`config.mk`:
```
export PLATFORM = sky130hd
export DESIGN_NAME = ccd_channel_clock_divider
export DESIGN_NICKNAME = d
export VERILOG_FILES = /design/src/rtl/ccd_pkg.sv /design/src/rtl/ccd_divider.sv /design/src/rtl/ccd_channel_clock_divider.sv
export SDC_FILE = /design/constraint.sdc
export NUM_CORES = 1
export LEC_CHECK = 0
export ABC_AREA = 0
export BUFFER_PORTS_ARGS = -buffer_cell sky130_fd_sc_hd__buf_2
export CAP_MARGIN = 30
export CORE_ASPECT_RATIO = 0.9
export CORE_MARGIN = 5
export CORE_UTILIZATION = 35
export DETAILED_ROUTE_END_ITERATION = 8
export SLEW_MARGIN = 10
export SYNTH_ARGS = -nofsm -noshare
export SYNTH_HDL_FRONTEND = slang
export SYNTH_HIERARCHICAL = 1
export SYNTH_SLANG_ARGS = --single-unit
```
`constraint.sdc`:
```
create_clock -name i_clock -period 9.8 [get_ports i_clock]
set_input_delay 1.96 -clock i_clock [delete_from_list [all_inputs] [get_ports i_clock]]
set_output_delay 1.96 -clock i_clock [all_outputs]
set_load 0.02 [all_outputs]
```
`src/rtl/ccd_pkg.sv`:
```
// Package with register offsets, reset values, field positions and state codes for the channel clock divider.
package ccd_pkg;

  // Register offsets as printed on the serial register map.
  localparam logic [9:0] DIV0_CYCLE_COUNTS_OFS      = 10'h190;
  localparam logic [9:0] DIV0_CONTROL_OFS           = 10'h191;
  localparam logic [9:0] CHAN0_POWER_CORRECTION_OFS = 10'h192;
  localparam logic [9:0] DIV1_CYCLE_COUNTS_OFS      = 10'h193;
  localparam logic [9:0] DIV1_CONTROL_OFS           = 10'h194;

  // Values after reset.
  localparam logic [7:0] DIV0_CYCLE_COUNTS_RST      = 8'h77;
  localparam logic [7:0] DIV1_CYCLE_COUNTS_RST      = 8'h33;
  localparam logic [7:0] DIV_CONTROL_RST            = 8'h00;
  localparam logic [7:0] CHAN_POWER_CORRECTION_RST  = 8'h00;

  // Field positions inside the cycle count, control and power and correction registers.
  localparam int LOW_COUNT_MSB   = 7;
  localparam int LOW_COUNT_LSB   = 4;
  localparam int HIGH_COUNT_MSB  = 3;
  localparam int HIGH_COUNT_LSB  = 0;
  localparam int BYPASS_BIT      = 7;
  localparam int IGNORE_SYNC_BIT = 6;
  localparam int FORCE_HIGH_BIT  = 5;
  localparam int START_HIGH_BIT  = 4;
  localparam int PHASE_MSB       = 3;
  localparam int PHASE_LSB       = 0;
  localparam int POWER_DOWN_BIT  = 2;
  localparam int DCC_DISABLE_BIT = 0;

  // Writable bits of the power and correction register; the rest read as zero.
  localparam logic [7:0] CHAN_POWER_CORRECTION_MASK = 8'h05;

  // Divider sequencing states, one-hot.
  typedef enum logic [2:0] {
    CCD_ST_HOLD  = 3'b001,
    CCD_ST_DELAY = 3'b010,
    CCD_ST_RUN   = 3'b100
  } ccd_state_t;

endpackage : ccd_pkg

```
`src/rtl/ccd_divider.sv`:
```
// One channel divider: high and low counts, start level, phase delay, correction, force and bypass.
`timescale 1ns/1ps
module ccd_divider (
  input  wire logic       i_clock,
  input  wire logic       i_reset_n,
  input  wire logic [3:0] i_low_count,
  input  wire logic [3:0] i_high_count,
  input  wire logic [3:0] i_phase,
  input  wire logic       i_start_high,
  input  wire logic       i_dcc_en,
  input  wire logic       i_sync_hold,
  input  wire logic       i_force_en,
  input  wire logic       i_force_level,
  input  wire logic       i_bypass,
  output logic            o_clk_out
);

  ccd_pkg::ccd_state_t state_q, state_d;
  logic [5:0] cnt_q, cnt_d;
  logic       level_q, level_d;
  logic [5:0] total;
  logic [5:0] hi_len;
  logic [5:0] lo_len;
  logic [5:0] cur_len;

  // Phase lengths; correction splits the whole period evenly, odd periods get the extra cycle low.
  always_comb begin
    total = 6'({2'b00, i_low_count} + {2'b00, i_high_count} + 6'h02);
    if (i_dcc_en) begin
      hi_len = {1'b0, total[5:1]};
      lo_len = 6'(total - {1'b0, total[5:1]});
    end else begin
      hi_len = 6'({2'b00, i_high_count} + 6'h01);
      lo_len = 6'({2'b00, i_low_count} + 6'h01);
    end
    cur_len = level_q ? hi_len : lo_len;
  end

  // Next state: bypass and an obeyed sync park the divider at its start level.
  always_comb begin
    state_d = state_q;
    cnt_d   = cnt_q;
    level_d = level_q;
    if (i_bypass || i_sync_hold) begin
      state_d = ccd_pkg::CCD_ST_HOLD;
      cnt_d   = 6'h00;
      level_d = i_start_high;
    end else begin
      case (state_q)
        ccd_pkg::CCD_ST_HOLD: begin
          level_d = i_start_high;
          cnt_d   = 6'h00;
          if (i_phase == 4'h0) begin
            state_d = ccd_pkg::CCD_ST_RUN;
          end else begin
            state_d = ccd_pkg::CCD_ST_DELAY;
            cnt_d   = {2'b00, i_phase};
          end
        end
        ccd_pkg::CCD_ST_DELAY: begin
          if (cnt_q <= 6'h01) begin
            state_d = ccd_pkg::CCD_ST_RUN;
            cnt_d   = 6'h00;
          end else begin
            cnt_d = 6'(cnt_q - 6'h01);
          end
        end
        ccd_pkg::CCD_ST_RUN: begin
          if (cnt_q >= 6'(cur_len - 6'h01)) begin
            level_d = ~level_q;
            cnt_d   = 6'h00;
          end else begin
            cnt_d = 6'(cnt_q + 6'h01);
          end
        end
        default: begin
          state_d = ccd_pkg::CCD_ST_HOLD;
          cnt_d   = 6'h00;
        end
      endcase
    end
  end

  // State registers.
  always_ff @(posedge i_clock or negedge i_reset_n) begin
    if (!i_reset_n) begin
      state_q <= ccd_pkg::CCD_ST_HOLD;
      cnt_q   <= 6'h00;
      level_q <= 1'b0;
    end else begin
      state_q <= state_d;
      cnt_q   <= cnt_d;
      level_q <= level_d;
    end
  end

  // Bypass hands the input clock straight out, so the force bit cannot reach the pin then.
  assign o_clk_out = i_bypass ? i_clock : (i_force_en ? i_force_level : level_q);

  a_low_length: assert property (@(posedge i_clock) disable iff (!i_reset_n)
    (state_q == ccd_pkg::CCD_ST_RUN && !level_q && !i_dcc_en && !i_bypass && !i_sync_hold &&
     cnt_q == {2'b00, i_low_count}) |=> level_q)
    else $error("Low phase did not end after low count plus one cycles.");

  a_high_length: assert property (@(posedge i_clock) disable iff (!i_reset_n)
    (state_q == ccd_pkg::CCD_ST_RUN && level_q && !i_dcc_en && !i_bypass && !i_sync_hold &&
     cnt_q < {2'b00, i_high_count} && $stable(i_high_count)) |=> level_q)
    else $error("High phase ended before high count plus one cycles.");

  a_bypass_parks: assert property (@(posedge i_clock) disable iff (!i_reset_n)
    i_bypass |=> state_q == ccd_pkg::CCD_ST_HOLD)
    else $error("Divider kept running while bypassed.");

  a_sync_obeyed: assert property (@(posedge i_clock) disable iff (!i_reset_n)
    i_sync_hold |=> (state_q == ccd_pkg::CCD_ST_HOLD && level_q == $past(i_start_high)))
    else $error("Divider did not hold during an obeyed sync.");

  a_start_level: assert property (@(posedge i_clock) disable iff (!i_reset_n)
    (state_q == ccd_pkg::CCD_ST_RUN && $past(state_q) != ccd_pkg::CCD_ST_RUN) |-> level_q == $past(i_start_high))
    else $error("Division did not begin at the selected start level.");

  a_phase_delay: assert property (@(posedge i_clock) disable iff (!i_reset_n)
    (state_q == ccd_pkg::CCD_ST_HOLD && !i_bypass && !i_sync_hold && i_phase != 4'h0)
    |=> (state_q == ccd_pkg::CCD_ST_DELAY && cnt_q == {2'b00, $past(i_phase)}))
    else $error("Phase offset delay was not loaded.");

  a_dcc_balance: assert property (@(posedge i_clock) disable iff (!i_reset_n)
    i_dcc_en |-> (6'(hi_len + lo_len) == total && 6'(lo_len - hi_len) <= 6'h01))
    else $error("Corrected phases do not split the period evenly.");

endmodule : ccd_divider

```
`src/rtl/ccd_channel_clock_divider.sv`:
```
// Top of the channel clock divider: register file, sync input, two dividers and the channel 0 output group.
`timescale 1ns/1ps
module ccd_channel_clock_divider (
  input  wire logic       i_clock,
  input  wire logic       i_reset_n,
  input  wire logic [9:0] i_reg_addr,
  input  wire logic       i_reg_write,
  input  wire logic [7:0] i_reg_wdata,
  output logic      [7:0] o_reg_rdata,
  input  wire logic       i_sync_n,
  output logic            o_group0_first_output,
  output logic            o_group0_first_output_oe,
  output logic            o_group0_second_output,
  output logic            o_group0_second_output_oe,
  output logic            o_group0_third_output,
  output logic            o_group0_third_output_oe,
  output logic            o_div1_output
);

  logic [7:0] div0_cycle_counts_q, div0_cycle_counts_d;
  logic [7:0] div0_control_q, div0_control_d;
  logic [7:0] chan0_power_correction_q, chan0_power_correction_d;
  logic [7:0] div1_cycle_counts_q, div1_cycle_counts_d;
  logic [7:0] div1_control_q, div1_control_d;
  logic [7:0] rdata_q, rdata_d;
  logic       sync_meta_q;
  logic       sync_n_q;
  logic       sync_active;
  logic       ignore0;
  logic       ignore1;
  logic       bypass0;
  logic       bypass1;
  logic       power_down0;
  logic       div0_clk;
  logic       div1_clk;

  // Register writes; only the documented bits of the power and correction register are kept.
  // The port never stalls, so a write takes effect at the edge that samples the strobe.
  always_comb begin
    div0_cycle_counts_d      = div0_cycle_counts_q;
    div0_control_d           = div0_control_q;
    chan0_power_correction_d = chan0_power_correction_q;
    div1_cycle_counts_d      = div1_cycle_counts_q;
    div1_control_d           = div1_control_q;
    if (i_reg_write) begin
      case (i_reg_addr)
        ccd_pkg::DIV0_CYCLE_COUNTS_OFS:      div0_cycle_counts_d = i_reg_wdata;
        ccd_pkg::DIV0_CONTROL_OFS:           div0_control_d = i_reg_wdata;
        ccd_pkg::CHAN0_POWER_CORRECTION_OFS: chan0_power_correction_d = i_reg_wdata & ccd_pkg::CHAN_POWER_CORRECTION_MASK;
        ccd_pkg::DIV1_CYCLE_COUNTS_OFS:      div1_cycle_counts_d = i_reg_wdata;
        ccd_pkg::DIV1_CONTROL_OFS:           div1_control_d = i_reg_wdata;
        default: begin
        end
      endcase
    end
  end

  // Read data is the addressed register one cycle later; unmapped addresses read zero.
  // Reading has no side effects, so software may poll any register freely.
  always_comb begin
    case (i_reg_addr)
      ccd_pkg::DIV0_CYCLE_COUNTS_OFS:      rdata_d = div0_cycle_counts_q;
      ccd_pkg::DIV0_CONTROL_OFS:           rdata_d = div0_control_q;
      ccd_pkg::CHAN0_POWER_CORRECTION_OFS: rdata_d = chan0_power_correction_q;
      ccd_pkg::DIV1_CYCLE_COUNTS_OFS:      rdata_d = div1_cycle_counts_q;
      ccd_pkg::DIV1_CONTROL_OFS:           rdata_d = div1_control_q;
      default:                             rdata_d = 8'h00;
    endcase
  end

  // Register file with its documented reset values.
  // Channel 1 resets to shorter counts than channel 0, so the two outputs differ from the first period.
  always_ff @(posedge i_clock or negedge i_reset_n) begin
    if (!i_reset_n) begin
      div0_cycle_counts_q      <= ccd_pkg::DIV0_CYCLE_COUNTS_RST;
      div0_control_q           <= ccd_pkg::DIV_CONTROL_RST;
      chan0_power_correction_q <= ccd_pkg::CHAN_POWER_CORRECTION_RST;
      div1_cycle_counts_q      <= ccd_pkg::DIV1_CYCLE_COUNTS_RST;
      div1_control_q           <= ccd_pkg::DIV_CONTROL_RST;
      rdata_q                  <= 8'h00;
    end else begin
      div0_cycle_counts_q      <= div0_cycle_counts_d;
      div0_control_q           <= div0_control_d;
      chan0_power_correction_q <= chan0_power_correction_d;
      div1_cycle_counts_q      <= div1_cycle_counts_d;
      div1_control_q           <= div1_control_d;
      rdata_q                  <= rdata_d;
    end
  end

  assign o_reg_rdata = rdata_q;

  // The sync pin is asynchronous, so it passes two flip-flops before any divider sees it.
  // These two cycles of latency come before any phase offset count and apply to both channels alike.
  always_ff @(posedge i_clock or negedge i_reset_n) begin
    if (!i_reset_n) begin
      sync_meta_q <= 1'b1;
      sync_n_q    <= 1'b1;
    end else begin
      sync_meta_q <= i_sync_n;
      sync_n_q    <= sync_meta_q;
    end
  end

  // Control decode per channel.
  // A divider that ignores sync shows its force level only while sync is asserted; otherwise it runs freely.
  always_comb begin
    sync_active = ~sync_n_q;
    ignore0     = div0_control_q[ccd_pkg::IGNORE_SYNC_BIT];
    ignore1     = div1_control_q[ccd_pkg::IGNORE_SYNC_BIT];
    bypass0     = div0_control_q[ccd_pkg::BYPASS_BIT];
    bypass1     = div1_control_q[ccd_pkg::BYPASS_BIT];
    power_down0 = chan0_power_correction_q[ccd_pkg::POWER_DOWN_BIT];
  end

  // Channel 0 divider; an ignoring divider is forced instead of held while sync is asserted.
  ccd_divider u_div0 (
    .i_clock       (i_clock),
    .i_reset_n     (i_reset_n),
    .i_low_count   (div0_cycle_counts_q[ccd_pkg::LOW_COUNT_MSB:ccd_pkg::LOW_COUNT_LSB]),
    .i_high_count  (div0_cycle_counts_q[ccd_pkg::HIGH_COUNT_MSB:ccd_pkg::HIGH_COUNT_LSB]),
    .i_phase       (div0_control_q[ccd_pkg::PHASE_MSB:ccd_pkg::PHASE_LSB]),
    .i_start_high  (div0_control_q[ccd_pkg::START_HIGH_BIT]),
    .i_dcc_en      (~chan0_power_correction_q[ccd_pkg::DCC_DISABLE_BIT]),
    .i_sync_hold   (sync_active & ~ignore0),
    .i_force_en    (sync_active & ignore0),
    .i_force_level (div0_control_q[ccd_pkg::FORCE_HIGH_BIT]),
    .i_bypass      (bypass0),
    .o_clk_out     (div0_clk)
  );

  // Channel 1 has no correction bit here, so its counts are followed exactly.
  // Its phase offset is not mapped either, so it starts on the edge after sync is released.
  ccd_divider u_div1 (
    .i_clock       (i_clock),
    .i_reset_n     (i_reset_n),
    .i_low_count   (div1_cycle_counts_q[ccd_pkg::LOW_COUNT_MSB:ccd_pkg::LOW_COUNT_LSB]),
    .i_high_count  (div1_cycle_counts_q[ccd_pkg::HIGH_COUNT_MSB:ccd_pkg::HIGH_COUNT_LSB]),
    .i_phase       (4'h0),
    .i_start_high  (div1_control_q[ccd_pkg::START_HIGH_BIT]),
    .i_dcc_en      (1'b0),
    .i_sync_hold   (sync_active & ~ignore1),
    .i_force_en    (sync_active & ignore1),
    .i_force_level (div1_control_q[ccd_pkg::FORCE_HIGH_BIT]),
    .i_bypass      (bypass1),
    .o_clk_out     (div1_clk)
  );

  // Power-down releases all three pins of the group and parks their data low.
  // Parking the data low as well keeps a receiver that ignores the enable from seeing a clock.
  always_comb begin
    o_group0_first_output     = power_down0 ? 1'b0 : div0_clk;
    o_group0_second_output    = power_down0 ? 1'b0 : div0_clk;
    o_group0_third_output     = power_down0 ? 1'b0 : div0_clk;
    o_group0_first_output_oe  = ~power_down0;
    o_group0_second_output_oe = ~power_down0;
    o_group0_third_output_oe  = ~power_down0;
    o_div1_output             = div1_clk;
  end

  a_reset_div0: assert property (@(posedge i_clock) disable iff (!i_reset_n)
    ($past(i_reset_n) == 1'b0 && !$past(i_reg_write)) |-> div0_cycle_counts_q == 8'h77)
    else $error("Divider 0 counts did not reset to seven and seven.");

  a_reset_div1: assert property (@(posedge i_clock) disable iff (!i_reset_n)
    ($past(i_reset_n) == 1'b0 && !$past(i_reg_write)) |-> div1_cycle_counts_q == 8'h33)
    else $error("Divider 1 counts did not reset to three and three.");

  a_phase_reset: assert property (@(posedge i_clock) disable iff (!i_reset_n)
    ($past(i_reset_n) == 1'b0 && !$past(i_reg_write)) |-> div0_control_q[3:0] == 4'h0)
    else $error("Phase offset did not reset to zero.");

  a_power_down: assert property (@(posedge i_clock) disable iff (!i_reset_n)
    power_down0 |-> (!o_group0_first_output_oe && !o_group0_second_output_oe && !o_group0_third_output_oe))
    else $error("Powered-down group still drives its pins.");

  a_force_level: assert property (@(posedge i_clock) disable iff (!i_reset_n)
    (sync_active && ignore0 && !bypass0 && !power_down0)
    |-> o_group0_first_output == div0_control_q[ccd_pkg::FORCE_HIGH_BIT])
    else $error("Forced level not shown on the group output.");

  // Checks on the register file, the sync path and the output group.
  // The hold checks look one cycle after sync, because a divider parks on the edge after it sees sync.
  a_counts_write: assert property (@(posedge i_clock) disable iff (!i_reset_n)
    (i_reg_write && i_reg_addr == ccd_pkg::DIV0_CYCLE_COUNTS_OFS) |=> div0_cycle_counts_q == $past(i_reg_wdata))
    else $error("Divider 0 count write did not land.");

  a_power_mask: assert property (@(posedge i_clock) disable iff (!i_reset_n)
    (i_reg_write && i_reg_addr == ccd_pkg::CHAN0_POWER_CORRECTION_OFS)
    |=> chan0_power_correction_q == ($past(i_reg_wdata) & 8'h05))
    else $error("Power and correction register kept undocumented bits.");

  a_group_equal: assert property (@(posedge i_clock) disable iff (!i_reset_n)
    !power_down0 |-> (o_group0_first_output_oe && o_group0_second_output_oe && o_group0_third_output_oe &&
     o_group0_second_output == o_group0_first_output && o_group0_third_output == o_group0_first_output))
    else $error("Group outputs differ or are released while powered up.");

  a_obey_hold: assert property (@(posedge i_clock) disable iff (!i_reset_n)
    ($past(sync_active) && sync_active && !ignore0 && !bypass0 && !power_down0 && $stable(div0_control_q))
    |-> o_group0_first_output == div0_control_q[ccd_pkg::START_HIGH_BIT])
    else $error("Obeying divider 0 did not hold its start level during sync.");

  a_obey_hold_div1: assert property (@(posedge i_clock) disable iff (!i_reset_n)
    ($past(sync_active) && sync_active && !ignore1 && !bypass1 && $stable(div1_control_q))
    |-> o_div1_output == div1_control_q[ccd_pkg::START_HIGH_BIT])
    else $error("Obeying divider 1 did not hold its start level during sync.");

  a_bypass_clock: assert property (@(posedge i_clock) disable iff (!i_reset_n)
    (bypass0 && !power_down0) |-> o_group0_first_output == i_clock)
    else $error("Bypassed group output does not follow the input clock.");

endmodule : ccd_channel_clock_divider

```
==> results of run 1 <==
-- critical path: cells and delay by family --
family	cells	cell delay, ns
AOI/OAI and AO/OA	1	0.13
and+or+nand+nor	2	0.24
buffers and inverters	8	1.12
-- worst paths after layout --
kind | from | to | slack (ns) | depth (start not counted)
worst max-delay path | i_clock | o_group0_third_output | 1.46 | 11
worst min-delay path | sync_meta_q$_DFF_PN1_ | sync_n_q$_DFF_PN1_ | 0.37 | 0
worst max register to register | div1_cycle_counts_q[1]$_DFFE_PN1P_ | u_div1/level_q$_DFFE_PN0P_ | 4.52 | 20
worst min register to register | sync_meta_q$_DFF_PN1_ | sync_n_q$_DFF_PN1_ | 0.37 | 0
max in group asynchronous | i_reset_n | div0_control_q[1]$_DFFE_PN0P_ | 7.56 | 2
min in group asynchronous | i_reset_n | u_div1/cnt_q[1]$_DFF_PN0_ | 1.69 | 2
-- synth_stat cells (3+ instances only) --
cell type | n | area share, %
nand3b_1 | 8 | 1.2
nor2b_1 | 7 | 0.87
xnor2_1 | 8 | 1.4
dfstp_2 | 14 | 7.3
nand3_1 | 16 | 1.6
and3_1 | 4 | 0.50
ha_1 | 48 | 12
nand2_1 | 9 | 0.67
buf_4 | 4 | 0.60
mux2i_1 | 14 | 2.8
a21oi_1 | 28 | 2.8
nor3_1 | 10 | 0.99
mux2_2 | 36 | 8.0
nand4_1 | 3 | 0.37
xor2_1 | 20 | 3.5
o221a_2 | 4 | 0.89
o21ai_0 | 8 | 0.80
o22a_1 | 6 | 1.0
a211o_1 | 4 | 0.70
o21a_1 | 4 | 0.60
a221oi_1 | 6 | 1.0
dfrtp_1 | 50 | 25
clkbuf_1 | 4 | 0.30
inv_1 | 40 | 3.0
a222oi_1 | 4 | 0.80
nand2b_1 | 11 | 1.4
buf_2 | 5 | 0.50
mux4_2 | 6 | 2.7
a21o_1 | 14 | 2.1
or2_2 | 3 | 0.37
nand4_4 | 4 | 1.7
nor2_1 | 24 | 1.8
fa_1 | 4 | 1.6
nor3b_1 | 4 | 0.60
-- power groups by stage --
stage               combinational [mW]  clock [mW]  sequential (mW)
finish                           0.147       0.480            0.291
global route                     0.165       0.507            0.293
CTS                              0.147       0.490            0.291
detailed placement               0.146     0.00374            0.295
global placement                 0.142     0.00374            0.295
floorplan                        0.113     0.00369            0.288
-- cell usage in the layout, fill, tap and decap left out, types with 7 or more instances in the layout --
cell type  Yosys  layout
xnor2_1        8       8
ha_1          48      48
a21oi_1       28      28
nor2b_1        7       7
buf_2          5      37
conb_1         1       9
nand2_1        9       9
a21o_1        14      14
nor3_1        10      10
inv_1         40      40
dfrtp_1       50      50
clkbuf_16      0      19
nand3_1       16      16
nand3b_1       8       8
o21ai_0        8       8
nand2b_1      11      11
dfstp_2       14      14
mux2_2        36      36
xor2_1        20      20
nor2_1        24      24
mux2i_1       14      14
-- flip-flops by register name (all words and copies together) (netlist names), 2 cells and up --
name / flops
chan0_power_correction_q: 2
div0_control_q: 8
div0_cycle_counts_q: 8
div1_control_q: 8
div1_cycle_counts_q: 8
o_reg_rdata: 8
u_div0/cnt_q: 6
u_div0/state_q: 3
u_div1/cnt_q: 6
u_div1/state_q: 3
-- metal layers --
metal | part of all wire (%) | vias to the layer above
met5 | 0 | -
met4 | 1.4 | 0
met3 | 5.0 | 19
met2 | 46 | 114
met1 | 48 | 1974
li1 | - | 1901
-- cell families after synthesis --
| logic type | count (synthesis) |
|---|---|
| buffers and inverters | 55 |
| other | 1 |
| AOI/OAI and AO/OA | 106 |
| adders and majority gates | 52 |
| xor gates and xnor gates | 28 |
| and+or+nand+nor | 124 |
| muxes | 56 |
| DFF | 64 |
-- stage by stage --
stage	cell area, um2	setup slack [ns]	total power [mW]
finish	5980	1.46	0.918
global route	5980	1.35	0.965
CTS	5980	1.40	0.928
detailed placement	5410	2.54	0.445
global placement	5410	2.55	0.440
floorplan	5070	2.45	0.405
-- final cells by class --
cell class | count | area, um2
Clock buffer | 26 | 527
Clock inverter | 5 | 55.1
Fill cell | 1391 | 8080
Inverter | 40 | 150
Multi-Input combinational cell | 375 | 3210
Sequential cell | 64 | 1620
Tap cell | 193 | 241
Timing Repair Buffer | 34 | 173
==> impl_metrics.csv, run 1 <==
group,metric,value,unit
logic_synthesis,yosys.area_share.simple,15.5,%
cts,clk_pin_slew,0.05,ns
logic_synthesis,synth_cell_types,63,
pwr,p_seq_share,31.7,%
layout,n_antenna_cell,0,
grt,gr-total-overflow,0,
grt,grt_use_met2,23.7,%
timing,rsz0062_at_grt,"no",
logic_synthesis,synth_top_family_by_area,"compound AO/OA/AOI/OAI gates",
detailed_routing,drc,0,
die,die_y,124,um
detailed_routing,wirelength,12.3,mm
pwr,swShare,26.1,%
pwr,power_frac_clock,52.3,%
grt,grt_pass1_vias,4117,
logic_synthesis,synth-main-ff-cell,"dfrtp_1",
logic_synthesis,synth-compound-area-share,15.6,%
flow_run,max_cap_viol_count,0,
worst_setup_path,slowest_stage,"nor2b_1",
logic_synthesis,synthesis.area,5040,um2
pwr,internal_power,0.678,mW
grt,antenna_found_initial,0,
worst_setup_path,path_max_fanout,2,
worst_setup_path,max_stage_delay,0.19,ns
logic_synthesis,syn_area_per_cell,10.4,um2
logic_synthesis,synth_edf_count,0,
cts,cts_tree,"done",
pwr,ir_drop,0.122,mV
cts,clk_latency,0.44,ns
placed_design,placed_cells,710,
detailed_routing,final_antenna_net_count,0,
logic_synthesis,yosys_warnings,6,
timing,setup-violations-final,0,
die,initial_core_util,35.8,%
pwr,power_switching,0.240,mW
detailed_routing,first_pass_iters,5,
timing,relSlewSlack,45.0,%
worst_setup_path,crit_type,"clk2out",
grt,grt.busiest_layer,"met2",
worst_setup_path,worstPathArrival,6.38,ns
die,fp.coreArea,14100,um2
timing,worst_pin_slew,0.825,ns
detailed_routing,vias,4008,
grt,grtUsageMet3,4.93,%
worst_setup_path,worstSetupStartpointType,"clock port",
logic_synthesis,synth.area.mux_share,13.5,%
die,fp.dieArea,16900,um2
grt,grt_max_degree,65,
logic_synthesis,synth_seq_cells,64,
placed_design,gp_congestion,0.837,
layout,syn2layout_area_growth,18.7,%
min_path,hp-class,"reg2reg",
logic_synthesis,async_flop_share,100,%
logic_synthesis,synthCells,486,
layout,layout-drive-gt1-share,26.5,%
outcome,status,"finished clean",
logic_synthesis,yosys.area_share.adder,13.5,%
grt,met1_usage,21.7,%
cts,cts_resized,0,
die,die_x,136,um
logic_synthesis,synthXorXnorAreaFrac,4.87,%
placed_design,port_buffers,36,
cts,post-cts-setup-buffers,0,
layout,fin_cells,737,
worst_setup_path,critPathRequiredTime,7.84,ns
worst_setup_path,end_kind,"output port",
detailed_routing,drtIter0Drc,247,
pwr,p_comb_share,16.0,%
placed_design,dp_hpwl,9.06,mm
detailed_routing,vias_per_cell,5.44,
pwr,p_leak,2.86,nW
logic_synthesis,ys_seq_area_share,32.1,%
timing,worst_clock_skew,0.00698,ns
worst_setup_path,crit_top_cell,"clkbuf_16",
timing,hold_ws,0.366,ns
pwr,power_density,154,nW/um2
timing,hold_viol_final,0,
layout,final_core_util,42.5,%
worst_setup_path,path_cells,"clkbuf_16 > clkbuf_16 > clkbuf_16 > clkbuf_16 > clkbuf_16 > nand2_1 > o21ai_0 > nor2b_1 > clkbuf_16 > clkbuf_16 > buf_2",
timing,setup_tns,0,ns
grt,grt_use_total,16.0,%
die,pin_count,37,
timing,slew_violations,0,
die,rows,41,
detailed_routing,wl_per_cell,16.8,um
layout,nets,612,
grt,grt_pass1_wl,21.0,mm
cts,ctsHoldBuffers,0,
Power figures use the tool's default switching activity.
==> run 2, diff against run 1 <==
CAP_MARGIN = 20   (was 30)
CORE_UTILIZATION = 60   (was 35)
PLACE_DENSITY = 0.79   (was unset)
==> run 2 against run 1 <==
Compared with the run above:
- power is 14% lower
- first-iteration DRC count is 31% higher
- utilization is 27 points higher
- global-route usage is 8.5 points higher
- sequential share of layout area is 1.4 points higher
- via count is 2.6% higher
- non-clock buffer count stayed put
- combinational power hardly changed
- routed wire length is 3.6% lower
- critical path depth is 1 higher
- cell count is 13% lower
- critical path type unchanged
==> impl_metrics.csv, run 2 (same netlist as run 1, synthesis figures left out) <==
group,metric,value,unit
outcome,status,"finished clean",
min_path,hp-class,"reg2reg",
pwr,p_leak,2.78,nW
placed_design,gp_congestion,0.876,
die,pin_count,37,
layout,final_common_cell,"dfrtp_1",
die,die_x,107,um
pwr,swShare,29.2,%
die,fp.coreArea,8110,um2
worst_setup_path,worstPathArrival,6.48,ns
detailed_routing,vias,4112,
timing,setup-violations-final,0,
grt,grt_max_degree,65,
die,rows,31,
detailed_routing,wirelength,11.9,mm
layout,layout-drive-gt1-share,26.6,%
grt,antenna_found_initial,1,
detailed_routing,drc,0,
worst_setup_path,crit_type,"clk2out",
cts,cts_tree,"done",
timing,worst_clock_skew,0.00436,ns
die,fp.dieArea,10300,um2
timing,worst_pin_slew,0.806,ns
detailed_routing,wl_per_cell,18.5,um
layout,layout_common_cells,"dfrtp_1, ha_1, inv_1",
pwr,power_switching,0.229,mW
timing,setup_tns,0,ns
pwr,power_density,138,nW/um2
placed_design,dp_slack,2.55,ns
pwr,total_power,0.785,mW
cts,clk_latency,0.46,ns
pwr,ir_drop,0.104,mV
placed_design,port_buffers,36,
detailed_routing,first_pass_iters,5,
cts,cts_resized,0,
layout,nFillCells,590,
detailed_routing,final_antenna_net_count,0,
timing,hold_viol_final,0,
timing,relSlewSlack,46.3,%
detailed_routing,drtIter0Drc,324,
grt,grt_pass1_vias,4142,
pwr,power_frac_clock,44.4,%
pwr,p_seq_share,37.0,%
placed_design,dp_hpwl,8.51,mm
timing,worst_slack,1.36,ns
grt,grt_use_total,24.5,%
grt,grt_pass1_wl,20.0,mm
layout,nets,613,
worst_setup_path,worstSetupStartpointType,"clock port",
worst_setup_path,end_kind,"output port",
die,initial_core_util,62.1,%
flow_run,max_cap_viol_count,0,
pwr,p_comb_share,18.6,%
detailed_routing,vias_per_cell,6.39,
layout,syn2layout_area_growth,12.7,%
cts,clk_pin_slew,0.07,ns
pwr,internal_power,0.556,mW
worst_setup_path,path_max_fanout,2,
timing,rsz0062_at_grt,"no",
grt,gr-total-overflow,0,
worst_setup_path,critPathRequiredTime,7.84,ns
cts,ctsHoldBuffers,0,
timing,slew_violations,0,
die,die_y,96.9,um
cts,post-cts-setup-buffers,0,
layout,n_antenna_cell,0,
[run 2: cell count changes in the layout (fill, tap and decap cells not counted), sizes merged]
cell / before / now
bufinv: 1 / 2
clkinvlp: 2 / 3
buf: 38 / 37
[run 2: final timing paths]
kind	startpoint	to	slack (ns)	cells past startpoint
worst max-delay path	i_clock	o_group0_third_output	1.36	12
worst max register to register	div1_cycle_counts_q[1]$_DFFE_PN1P_	u_div1/level_q$_DFFE_PN0P_	4.46	20
max in group asynchronous	i_reset_n	u_div0/cnt_q[4]$_DFF_PN0_	7.59	2
worst min register to register	sync_meta_q$_DFF_PN1_	sync_n_q$_DFF_PN1_	0.36	0
min in group asynchronous	i_reset_n	u_div0/cnt_q[1]$_DFF_PN0_	1.66	2
worst min-delay path	sync_meta_q$_DFF_PN1_	sync_n_q$_DFF_PN1_	0.36	0
[run 2: routing by layer]
layer	vias to the layer above	track usage (%)	share of wire (%)
li1	1897	-	-
met5	-	0	0.12
met1	1995	32.1	44
met2	190	36.4	47
met4	2	12.1	2.0
met3	28	7.59	7.1
[run 2: layout make-up]
cell class	count	area, um2	area share, %
clock buffers	25	299	5.27
clock inverters	7	96.3	1.70
inverters	40	150	2.65
multi-input cells	375	3210	56.6
flip-flops and latches	64	1620	28.5
well taps	99	124	2.18
repair buffers	34	175	3.09
[run 2: power groups by stage]
stage | clock network (mW) | registers (mW) | logic [mW]
3_5_place_dp | 0.00374 | 0.294 | 0.144
2_1_floorplan | 0.00369 | 0.288 | 0.113
6_report | 0.349 | 0.290 | 0.146
4_1_cts | 0.355 | 0.290 | 0.145
3_3_place_gp | 0.00374 | 0.294 | 0.139
5_1_grt | 0.369 | 0.292 | 0.164
[run 2: worst max-delay path: stages]
cell,delay (ns)
clkbuf_8,0.11
clkbuf_8,0.12
clkbuf_8,0.12
clkbuf_8,0.12
clkbuf_8,0.13
clkbuf_8,0.12
nand2_1,0.06
o21ai_0,0.17
nor2b_1,0.20
clkbuf_8,0.14
clkbuf_8,0.13
buf_2,0.15
[run 2: through the flow]
stage,area (um2),hold slack [ns],std cells,utilization (%)
global route,5670,0.363,644,70.0
global placement,5290,0.349,615,65.3
floorplan,5070,0.345,494,-
CTS,5670,0.362,643,69.9
detailed placement,5290,0.350,615,65.3
finish,5670,0.360,644,70.0
==> run 3, diff against run 2 <==
PLACE_DENSITY = 0.89   (was 0.79)
==> run 3 against run 2 <==
Compared with the run above:
- die area unchanged
- clock skew up 0.0028 ns
- hold slack worse by 0.0047 ns
- routed wire length up 7.6%
- critical path type unchanged
- critical endpoint unchanged
==> impl_metrics.csv, run 3 (same netlist as run 1, synthesis figures left out) <==
group,metric,value,unit
outcome,status,"finished clean",
detailed_routing,vias_per_cell,6.81,
placed_design,port_buffers,36,
layout,layout-drive-gt1-share,26.6,%
die,die_x,107,um
timing,worst_slack,1.47,ns
worst_setup_path,worstPathArrival,6.37,ns
worst_setup_path,setup.worst_path.end,"o_group0_third_output",
timing,setup_tns,0,ns
layout,nets,613,
timing,worst_pin_slew,0.789,ns
detailed_routing,drc,0,
timing,slew_violations,0,
layout,layout_common_cells,"dfrtp_1, ha_1, inv_1",
timing,setup-violations-final,0,
die,fp.coreArea,8110,um2
placed_design,gp_congestion,0.872,
timing,worst_clock_skew,0.00718,ns
min_path,hp-class,"reg2reg",
layout,nFillCells,547,
layout,final_core_util,69.4,%
detailed_routing,m1WireLength,5.11,mm
detailed_routing,first_pass_iters,8,
detailed_routing,final_antenna_net_count,0,
detailed_routing,met3WireLength,1.09,mm
worst_setup_path,critPathRequiredTime,7.84,ns
worst_setup_path,startpoint,"i_clock",
cts,ctsHoldBuffers,0,
pwr,power_density,131,nW/um2
placed_design,dp_hpwl,8.76,mm
die,fp.dieArea,10300,um2
worst_setup_path,reg2reg_from,"div1_cycle_counts_q[5]$_DFFE_PN1P_",
worst_setup_path,rrSetupSlack,4.27,ns
grt,grt_max_degree,65,
die,die_y,96.9,um
pwr,ir_drop,0.0881,mV
layout,syn2layout_area_growth,11.7,%
pwr,p_leak,2.75,nW
placed_design,place_area,5290,um2
timing,hold_viol_final,0,
worst_setup_path,reg2reg_depth,20,
detailed_routing,wirelength,12.8,mm
worst_setup_path,path_max_fanout,2,
pwr,total_power,0.736,mW
cts,cts_tree,"done",
detailed_routing,routed.top_layer,"met4",
worst_setup_path,crit_type,"clk2out",
detailed_routing,drtIter0Drc,464,
layout,n_antenna_cell,0,
die,pin_count,37,
grt,gr-total-overflow,0,
grt,grt_pass1_wl,21.3,mm
worst_setup_path,timing.rr.end,"u_div1/level_q$_DFFE_PN0P_",
grt,grt_pass1_vias,4489,
grt,grt_use_total,25.9,%
cts,clk_latency,0.45,ns
detailed_routing,vias,4388,
layout,fin_area,5620,um2
timing,rsz0062_at_grt,"no",
worst_setup_path,end_kind,"output port",
grt,antenna_found_initial,0,
cts,post-cts-setup-buffers,0,
cts,cts_resized,0,
detailed_routing,dr_wl_met2,6.02,mm
layout,final_common_cell,"dfrtp_1",
flow_run,max_cap_viol_count,0,
detailed_routing,wl_per_cell,19.9,um
placed_design,dp_slack,2.55,ns
worst_setup_path,worstSetupStartpointType,"clock port",
timing,relSlewSlack,47.4,%
cts,clk_pin_slew,0.08,ns
die,rows,31,
die,initial_core_util,62.1,%
## run 3: power breakdown
part           internal, mW  switching, mW
clock                 0.164          0.130
sequential            0.275         0.0158
combinational        0.0661         0.0851
total                 0.505          0.231
## run 3: cell type report
type	count	area (um2)	share of cell area [%]
clock buffer	25	299	5.32
clock inverter	7	48.8	0.868
inverter	40	150	2.67
multi-input combinational	375	3210	57.1
sequential	64	1620	28.8
tap	99	124	2.20
timing repair buffer	34	173	3.07
## run 3: metrics by stage
step,hold slack (ns),instances
after floorplan,0.345,494
final,0.355,644
after global routing,0.365,644
after detailed placement,0.348,615
after global placement,0.348,615
after CTS,0.362,643
## run 3: worst max-delay path: stages
cell and delay, ns:
clkbuf_8 0.11, clkbuf_8 0.12, clkbuf_8 0.12, clkbuf_8 0.12
clkbuf_8 0.13, clkbuf_8 0.12, nand2_1 0.05, o21ai_0 0.12
nor2b_1 0.17, clkbuf_8 0.14, clkbuf_8 0.12, buf_2 0.15
## run 3: how the worst min path moves through the flow
| stage | start | to | depth (start not counted) |
|---|---|---|---|
| after global placement | sync_meta_q$_DFF_PN1_ | sync_n_q$_DFF_PN1_ | 0 |
| after detailed placement | sync_meta_q$_DFF_PN1_ | sync_n_q$_DFF_PN1_ | 0 |
| final | sync_meta_q$_DFF_PN1_ | sync_n_q$_DFF_PN1_ | 0 |
| after global routing | sync_meta_q$_DFF_PN1_ | sync_n_q$_DFF_PN1_ | 0 |
| after CTS | sync_meta_q$_DFF_PN1_ | sync_n_q$_DFF_PN1_ | 0 |
| after floorplan | sync_meta_q$_DFF_PN1_ | sync_n_q$_DFF_PN1_ | 0 |
## run 3: metal layers
metal,vias up,global-route usage (%)
li1,1901,-
met1,2095,32.7
met3,82,7.72
met2,310,39.1
met5,-,0
met4,0,14.9
